## config.mk

```make
export PLATFORM = sky130hd
export DESIGN_NAME = parallel_slave_port
export DESIGN_NICKNAME = d
export VERILOG_FILES = /design/src/common/psp_pkg.sv /design/src/core/parallel_slave_port.sv
export SDC_FILE = /design/constraint.sdc
export NUM_CORES = 1
export LEC_CHECK = 0
export ABC_AREA = 1
export BUFFER_PORTS_ARGS = -buffer_cell sky130_fd_sc_hd__buf_2
export CAP_MARGIN = 20
export CORE_MARGIN = 8
export CORE_UTILIZATION = 40
export DETAILED_ROUTE_END_ITERATION = 6
export SYNTH_ARGS = -nofsm -noshare
export SYNTH_HDL_FRONTEND = slang
export SYNTH_SLANG_ARGS = --single-unit
```

## constraint.sdc

```tcl
create_clock -name core_clk_i -period 1.8 [get_ports core_clk_i]
set_clock_uncertainty 0.15 [all_clocks]
set_input_delay 0.36 -clock core_clk_i [delete_from_list [all_inputs] [get_ports core_clk_i]]
set_output_delay 0.36 -clock core_clk_i [all_outputs]
set_load 0.01 [all_outputs]
```

## src/common/psp_pkg.sv

```systemverilog
package psp_pkg;
   // ------------------------------------------------------------
   // Register indices (byte address is index times four)
   // ------------------------------------------------------------
   localparam logic [7:0] idx_parallel_data_port = 8'h08;
   localparam logic [7:0] idx_control_pin_port = 8'h09;
   localparam logic [7:0] idx_interrupt_control = 8'h0b;
   localparam logic [7:0] idx_peripheral_int_flags = 8'h0c;
   localparam logic [7:0] idx_control_pin_direction_status = 8'h89;
   localparam logic [7:0] idx_data_pin_direction = 8'h88;
   localparam logic [7:0] idx_peripheral_int_enables = 8'h8c;
   localparam logic [7:0] idx_analog_pin_config = 8'h9f;
   localparam logic [7:0] idx_event_status = 8'ha0;
   localparam logic [7:0] idx_event_mask = 8'ha1;
   localparam int addr_w = 10;
   // ------------------------------------------------------------
   // Field positions
   // ------------------------------------------------------------
   localparam int bit_ibf = 7;
   localparam int bit_obf = 6;
   localparam int bit_input_overflow_flag = 5;
   localparam int bit_mode = 4;
   localparam int bit_port_irq = 7;
   localparam int bit_gie = 7;
   localparam int bit_peie = 6;
   // Event status bits
   localparam int ev_wr_done = 0;
   localparam int ev_rd_done = 1;
   localparam int ev_overflow = 2;
   // ------------------------------------------------------------
   // Reset values
   // ------------------------------------------------------------
   localparam logic [7:0] rst_dir_status = 8'h07;
   localparam logic [7:0] rst_zero = 8'h00;
   localparam logic [7:0] rst_data_dir = 8'hff;
   localparam logic [2:0] ev_mask_all = 3'h7;
   // Quarter-cycle phase count: Q1..Q4 as 0..3
   localparam logic [1:0] phase_q2 = 2'h1;
   localparam logic [1:0] phase_q4 = 2'h3;
   // Member order matches pin order: chip select is bit 2, read strobe bit 0
   typedef struct packed {
      logic cs_b;
      logic wr_b;
      logic rd_b;
   } strobe_type;
   typedef enum logic [2:0] {
      st_idle = 3'b001,
      st_wait_q2 = 3'b010,
      st_wait_q4 = 3'b100
   } done_state_type;
endpackage

```

## src/core/parallel_slave_port.sv

```systemverilog
// The APB interface to the registers was decided locally.
`timescale 1ns/1ps
// Operation
// - The data port is a slave port only while mode select bit 4 is set, else plain I/O.
// - In slave mode control pins 0, 1 and 2 are read strobe, write strobe and chip select, low.
// - The external master reads and writes the latch asynchronously to the device clock.
// - Two latches share one address: firmware writes outbound, reads inbound.
// - In slave mode the data direction register is ignored; strobes steer the pins.
// - A write starts when chip select and write strobe are both first seen low.
// - When either goes high, input-full and the port irq flag set on Q4 after the next Q2.
// - Input-full clears when firmware reads the inbound latch or when slave mode is turned off.
// - A second write before the last byte is read sets the sticky overflow flag bit 5.
// - A read starts on both low, clears output-full at once and drives the outbound latch.
// - When either goes high after a read, the port irq flag sets on Q4 after the next Q2.
// - Output-full stays low until firmware writes a new outbound byte.
// - With slave mode off both full flags are held clear; overflow is kept.
// - The port irq flag latches each completed transfer; its enable gates the request.
// - Read strobe low with chip select low drives the outbound latch onto the pins.
// - Write strobe low with chip select low latches the data pins into the inbound latch.
module parallel_slave_port (
   input wire logic core_clk_i,
   input wire logic rst_b_i,
   input wire logic clk_en_i,
   input wire logic psel_i,
   input wire logic penable_i,
   input wire logic pwrite_i,
   input wire logic [psp_pkg::addr_w-1:0] paddr_i,
   input wire logic [31:0] pwdata_i,
   output logic [31:0] prdata_o,
   output logic pready_o,
   output logic pslverr_o,
   input wire logic [7:0] data_pin_i,
   output logic [7:0] data_pin_o,
   output logic [7:0] data_pin_oe_o,
   input wire logic [2:0] ctrl_pin_i,
   output logic [2:0] ctrl_pin_o,
   output logic [2:0] ctrl_pin_oe_o,
   output logic irq_o,
   output logic cpu_irq_o
);
   import psp_pkg::*;

   // ------------------------------------------------------------
   // Registers
   // ------------------------------------------------------------
   logic [7:0] out_latch;
   logic [7:0] in_latch;
   logic [7:0] data_dir;
   logic [2:0] ctrl_out;
   logic [2:0] ctrl_dir;
   logic slave_mode_select;
   logic input_full_flag;
   logic output_full_flag;
   logic input_overflow_flag;
   logic [7:0] interrupt_control;
   logic [7:0] peripheral_int_flags;
   logic [7:0] peripheral_int_enables;
   logic [2:0] analog_pin_select;
   logic [2:0] event_status;
   logic [2:0] event_mask;
   logic [1:0] phase;
   done_state_type done_state;
   logic done_is_write;
   strobe_type sync1;
   strobe_type sync2;
   logic wr_active;
   logic rd_active;
   logic wr_active_q;
   logic rd_active_q;
   logic [7:0] pin_sync1;
   logic [7:0] pin_sync2;

   // ------------------------------------------------------------
   // Bus decode
   // ------------------------------------------------------------
   logic acc;
   logic wr_acc;
   logic rd_acc;
   logic [7:0] wbyte;
   logic [7:0] reg_idx;
   logic addr_ok;
   logic data_rd;
   logic data_wr;
   logic wr_start;
   logic rd_start;
   logic wr_end;
   logic rd_end;
   logic completed;
   logic [7:0] next_rdata;

   assign acc = psel_i && penable_i && clk_en_i;
   assign wr_acc = acc && pwrite_i && addr_ok;
   assign rd_acc = acc && !pwrite_i && addr_ok;
   assign wbyte = pwdata_i[7:0];
   assign reg_idx = paddr_i[addr_w-1:2];
   assign data_rd = rd_acc && reg_idx == idx_parallel_data_port;
   assign data_wr = wr_acc && reg_idx == idx_parallel_data_port;

   always_comb begin
      addr_ok = 1'b1;
      next_rdata = rst_zero;
      case (reg_idx)
         idx_parallel_data_port:
            next_rdata = slave_mode_select ? in_latch : pin_sync2;
         idx_control_pin_port: next_rdata = {5'h00, sync2.cs_b, sync2.wr_b, sync2.rd_b};
         idx_interrupt_control: next_rdata = interrupt_control;
         idx_peripheral_int_flags: next_rdata = peripheral_int_flags;
         idx_control_pin_direction_status:
            next_rdata = {input_full_flag, output_full_flag, input_overflow_flag,
                          slave_mode_select, 1'b0, ctrl_dir};
         idx_data_pin_direction: next_rdata = data_dir;
         idx_peripheral_int_enables: next_rdata = peripheral_int_enables;
         idx_analog_pin_config: next_rdata = {5'h00, analog_pin_select};
         idx_event_status: next_rdata = {5'h00, event_status};
         idx_event_mask: next_rdata = {5'h00, event_mask};
         default: addr_ok = 1'b0;
      endcase
   end

   // Zero wait states; unmapped addresses answer with an error
   always_ff @(posedge core_clk_i or negedge rst_b_i) begin
      if (!rst_b_i) begin
         prdata_o <= 32'h0000_0000;
         pready_o <= 1'b0;
         pslverr_o <= 1'b0;
      end else if (clk_en_i) begin
         pready_o <= psel_i && !penable_i;
         pslverr_o <= psel_i && !penable_i && !addr_ok;
         if (psel_i && !penable_i && !pwrite_i) begin
            prdata_o <= {24'h00_0000, next_rdata};
         end
      end
   end

   // ------------------------------------------------------------
   // Pin synchronisers
   // ------------------------------------------------------------
   // First stage read only by second stage
   always_ff @(posedge core_clk_i or negedge rst_b_i) begin
      if (!rst_b_i) begin
         sync1 <= '1;
         sync2 <= '1;
         pin_sync1 <= rst_zero;
         pin_sync2 <= rst_zero;
      end else if (clk_en_i) begin
         sync1 <= ctrl_pin_i;
         sync2 <= sync1;
         pin_sync1 <= data_pin_i;
         pin_sync2 <= pin_sync1;
      end
   end

   assign wr_active = slave_mode_select && !sync2.cs_b && !sync2.wr_b;
   assign rd_active = slave_mode_select && !sync2.cs_b && !sync2.rd_b;
   assign wr_start = wr_active && !wr_active_q;
   assign rd_start = rd_active && !rd_active_q;
   assign wr_end = !wr_active && wr_active_q;
   assign rd_end = !rd_active && rd_active_q;

   always_ff @(posedge core_clk_i or negedge rst_b_i) begin
      if (!rst_b_i) begin
         wr_active_q <= 1'b0;
         rd_active_q <= 1'b0;
      end else if (clk_en_i) begin
         wr_active_q <= wr_active;
         rd_active_q <= rd_active;
      end
   end

   // ------------------------------------------------------------
   // Inbound latch
   // ------------------------------------------------------------
   // Synchronised pins sampled while both strobes low; master holds data stable
   always_ff @(posedge core_clk_i or negedge rst_b_i) begin
      if (!rst_b_i) begin
         in_latch <= rst_zero;
      end else if (clk_en_i && wr_active) begin
         in_latch <= pin_sync2;
      end
   end

   // ------------------------------------------------------------
   // Phase clock and completion
   // ------------------------------------------------------------
   always_ff @(posedge core_clk_i or negedge rst_b_i) begin
      if (!rst_b_i) begin
         phase <= 2'h0;
      end else if (clk_en_i) begin
         phase <= phase + 2'h1;
      end
   end

   // A new end before completion is ignored; overlap is not expected
   always_ff @(posedge core_clk_i or negedge rst_b_i) begin
      if (!rst_b_i) begin
         done_state <= st_idle;
         done_is_write <= 1'b0;
      end else if (clk_en_i) begin
         case (done_state)
            st_idle: begin
               if (wr_end || rd_end) begin
                  done_state <= st_wait_q2;
                  done_is_write <= wr_end;
               end
            end
            st_wait_q2: if (phase == phase_q2) done_state <= st_wait_q4;
            st_wait_q4: if (phase == phase_q4) done_state <= st_idle;
            default: done_state <= st_idle;
         endcase
      end
   end

   assign completed = done_state == st_wait_q4 && phase == phase_q4;

   // ------------------------------------------------------------
   // Status flags
   // ------------------------------------------------------------
   always_ff @(posedge core_clk_i or negedge rst_b_i) begin
      if (!rst_b_i) begin
         input_full_flag <= 1'b0;
         output_full_flag <= 1'b0;
         input_overflow_flag <= 1'b0;
      end else if (clk_en_i) begin
         if (!slave_mode_select) begin
            input_full_flag <= 1'b0;
            output_full_flag <= 1'b0;
         end else begin
            if (completed && done_is_write) begin
               input_full_flag <= 1'b1;
            end else if (data_rd) begin
               input_full_flag <= 1'b0;
            end
            if (rd_start) begin
               output_full_flag <= 1'b0;
            end else if (data_wr) begin
               output_full_flag <= 1'b1;
            end
         end
         if (wr_start && input_full_flag) begin
            input_overflow_flag <= 1'b1;
         end else if (wr_acc && reg_idx == idx_control_pin_direction_status
                      && !wbyte[bit_input_overflow_flag]) begin
            input_overflow_flag <= 1'b0;
         end
      end
   end

   // ------------------------------------------------------------
   // Firmware registers
   // ------------------------------------------------------------
   always_ff @(posedge core_clk_i or negedge rst_b_i) begin
      if (!rst_b_i) begin
         out_latch <= rst_zero;
         data_dir <= rst_data_dir;
         ctrl_out <= 3'h0;
         ctrl_dir <= rst_dir_status[2:0];
         slave_mode_select <= 1'b0;
         interrupt_control <= rst_zero;
         peripheral_int_enables <= rst_zero;
         analog_pin_select <= 3'h0;
         event_mask <= 3'h0;
      end else if (clk_en_i && wr_acc) begin
         case (reg_idx)
            idx_parallel_data_port: out_latch <= wbyte;
            idx_control_pin_port: ctrl_out <= wbyte[2:0];
            idx_interrupt_control: interrupt_control <= wbyte;
            idx_control_pin_direction_status: begin
               slave_mode_select <= wbyte[bit_mode];
               ctrl_dir <= wbyte[2:0];
            end
            idx_data_pin_direction: data_dir <= wbyte;
            idx_peripheral_int_enables: peripheral_int_enables <= wbyte;
            idx_analog_pin_config: analog_pin_select <= wbyte[2:0];
            idx_event_mask: event_mask <= wbyte[2:0];
            default: ;
         endcase
      end
   end

   // Port irq flag: set wins over firmware clear
   always_ff @(posedge core_clk_i or negedge rst_b_i) begin
      if (!rst_b_i) begin
         peripheral_int_flags <= rst_zero;
      end else if (clk_en_i) begin
         if (wr_acc && reg_idx == idx_peripheral_int_flags) begin
            peripheral_int_flags <= wbyte;
         end
         if (completed) begin
            peripheral_int_flags[bit_port_irq] <= 1'b1;
         end
      end
   end

   // Event status, write one to clear, set wins
   always_ff @(posedge core_clk_i or negedge rst_b_i) begin
      if (!rst_b_i) begin
         event_status <= 3'h0;
      end else if (clk_en_i) begin
         event_status <= (event_status
            & ~((wr_acc && reg_idx == idx_event_status) ? wbyte[2:0] : 3'h0))
            | {wr_start && input_full_flag, completed && !done_is_write,
               completed && done_is_write};
      end
   end

   // ------------------------------------------------------------
   // Outputs
   // ------------------------------------------------------------
   always_ff @(posedge core_clk_i or negedge rst_b_i) begin
      if (!rst_b_i) begin
         data_pin_o <= rst_zero;
         data_pin_oe_o <= rst_zero;
         ctrl_pin_o <= 3'h0;
         ctrl_pin_oe_o <= 3'h0;
         irq_o <= 1'b0;
         cpu_irq_o <= 1'b0;
      end else if (clk_en_i) begin
         data_pin_o <= out_latch;
         // Two cycles of sync delay plus the output register on drive; master must allow for it
         data_pin_oe_o <= slave_mode_select ? {8{rd_active}} : ~data_dir;
         ctrl_pin_o <= ctrl_out;
         ctrl_pin_oe_o <= slave_mode_select ? 3'h0 : ~ctrl_dir;
         irq_o <= |(event_status & event_mask);
         cpu_irq_o <= interrupt_control[bit_gie] && interrupt_control[bit_peie]
            && peripheral_int_flags[bit_port_irq]
            && peripheral_int_enables[bit_port_irq];
      end
   end

endmodule

```

==> run metrics <==
Final HPWL DP=11400 µm; placed instance area=~0.0070 mm²; Pre-antenna DRT Iters=5; Slew Limit Fails=0; number of diodes=0; Unique masters post-synth=40; CP max FO=6; Vias per Instance=4.77; row cnt=45; fin crit period=about 1.6 ns; Clock transition at path regs=0.06 ns; Hold Path Class=primary input to flop; Critical Path Max Stage Delay=0.56 ns; via count=4979; startpoint types=flop; commonest non-fill, non-tap cells in the layout=nand2_1 (282), dfrtp_1 (113), buf_2 (65); unrepaired setup endpoints after global routing=no; critical path class=flop to flop; Setup Slack @ Placement=-0.146 ns; H-tree depth=4; share of cells above drive strength 1=25.1%; Total Wirelength=15600 µm; CP endpoint kind=flop; Die W=about 140 µm; endpoints failing setup=0; maximum vdd drop=0.584 mV; GRT Residual Overflow=0; num ports=roughly 120; initial antenna violation count=0; Port Buf Inserts=66; first-pass GRT wire length=approximately 26000 µm; leading cell type in the layout, fill and taps excluded=nand2_1; Yosys warning count=0; Clock Root Buffer=clkbuf_16; die height=141 µm; Total Routing Usage GR=16.5%; area grow syn2layout=23.7%; FF+latch count, synth=approximately 130; Hold Vio Cnt, Final=0; CTS Buffer Depth=2; Most Frequent Cell on Critical Path=nand2_1; Post-route DRC=0; Setup WS post-layout=roughly 0.15 ns; Placeable Area=0.0152 mm²; Max Clk Rate=between 600 and 700 MHz; vias in the first global route=4907; register area share after synthesis=between 50% and 60%; delay-heaviest family, CP=simple AND/OR/NAND/NOR gates; Design Area, Final=0.00770 mm²; Skew-Pair Late Insertion Delay=0.42 ns; critical path cell sequence=nor2_1 > nand2_1 > nand2_1 > o21ai_0 > o21ai_0 > nor2_2 > nand2_1 > nand2_1 > o21ai_0; Worst path slowest cell=dfstp_2; Antenna Violating Nets Remaining=0; Avg Cell Area, Syn=between 8 and 9 µm²; synthesized area=0.00622 mm²; Iter 0 DRT Violations=256; PD cells=980 mW/mm²; Post-CTS Setup Bufs=0; largest net degree at the start of global routing=57; crit path buf inv count=0; Data required, critical path=approximately 2.0 ns; CTS Buf Count=17; CP arrival=1.80 ns; fin crit share=91.5%; Layout Nets=approximately 900; Starting Density=between 40 and 50%; Max-Cap Viols=0; drt wl/cell=15.0 µm; die area=0.0198 mm²; Pleak=3.83 nW; Clock Sinks=roughly 130; Syn Inst Count=just over 700; RePlAce Congestion=0.788; status=finished, final reports clean; CTS tree=built
per-layer routing:
layer | GRT usage [%] | vias up | part of all wire (%)
met5 | 0 | - | 0
met4 | 5.77 | 0 | 1.1
met3 | 3.81 | 14 | 4.7
met2 | 26.2 | 102 | 47
met1 | 21.6 | 2350 | 47
li1 | - | 2513 | -
where the power goes:
| group | total [mW] | internal [mW] | switching (mW) |
|---|---|---|---|
| clock network | 3.64 | 2.39 | 1.25 |
| logic | 0.668 | 0.231 | 0.437 |
| registers | 3.24 | 3.13 | 0.107 |
worst paths after layout:
| path | from | endpoint | slack, ns | cells past startpoint |
|---|---|---|---|---|
| worst min register to register | sync1[1] | sync1[1] | 0.31 | 2 |
| worst max register to register | sync2[2] | done_is_write | 0.15 | 9 |
| max in group asynchronous | rst_b_i | data_dir[0] | 0.61 | 3 |
| worst max-delay path | sync2[2] | done_is_write | 0.15 | 9 |
| min in group asynchronous | rst_b_i | data_pin_oe_o[7] | 0.24 | 2 |
| worst min-delay path | data_pin_i[2] | pin_sync1[2] | 0.02 | 3 |
state kept, by name, indices dropped and copies added (netlist names), 8 cells and up:
| signal | cells |
|---|---|
| pin_sync2 | 8 |
| peripheral_int_flags | 8 |
| interrupt_control | 8 |
| pin_sync1 | 8 |
| data_pin_o | 8 |
| data_pin_oe_o | 8 |
| out_latch | 8 |
| in_latch | 8 |
| data_dir | 8 |
| prdata_o | 8 |
| peripheral_int_enables | 8 |
final cells by class:
type / count / area, µm²
Clock buffer: 23 / 468
Sequential cell: 131 / 3300
Fill cell: 1439 / 7500
Timing Repair Buffer: 122 / 863
Clock inverter: 9 / 154
Tap cell: 188 / 235
Inverter: 49 / 186
Multi-Input combinational cell: 521 / 2490
stage by stage:
step	setup TNS (ns)	utilization [%]	power (mW)	hold slack, ns	instances
2_1_floorplan	0	-	3.68	-0.0856	747
3_3_place_gp	-7.14	45.9	3.93	0.135	1002
3_5_place_dp	-6.99	45.9	3.94	0.131	1002
4_1_cts	0	50.6	7.60	0.00257	1043
5_1_grt	0	50.7	7.87	0.0188	1043
6_report	0	50.7	7.55	0.0199	1043
worst min-delay path, cell delays in order:
cell	delay, ns
buf_2	0.08
nand2_1	0.05
nand2_1	0.06
cell usage after synthesis (all sizes together):
master	number	area (µm²)
clkbuf	11	41.3
xor2	1	8.76
nor3	4	20.0
dfstp	18	473
o21bai	1	7.51
o211ai	1	7.51
clkinv	3	11.3
nand2	293	1130
o22a	1	8.76
o21a	1	7.51
nand4	9	56.3
o22ai	1	6.26
conb	1	3.75
a21oi	5	36.3
inv	46	175
ha	2	25.0
dfrtp	113	2830
nor2	43	209
buf	35	294
o2bb2ai	1	8.76
nand3	21	235
o21ai	109	598
o31ai	2	15.0
nand3b	1	7.51
a31oi	1	6.26
repair_timing:
action	CTS	global route
hold buffers	9	0
resized for setup	0	2
hold endpoints to repair	28	0
endpoints found under the setup margin	0	4
cell families (layout without fill, tap and decap cells):
| family | count (synthesis) | count (layout) | synth area share [%] |
|---|---|---|---|
| xor+xnor | 1 | 1 | 0.141 |
| compound gates | 123 | 123 | 11.3 |
| other cells | 1 | 24 | 0.0602 |
| buf+inv | 95 | 203 | 8.38 |
| fa+ha+maj | 2 | 2 | 0.402 |
| flops | 131 | 131 | 53.0 |
| simple gates | 371 | 371 | 26.7 |
(Power assumes the default switching activity.)
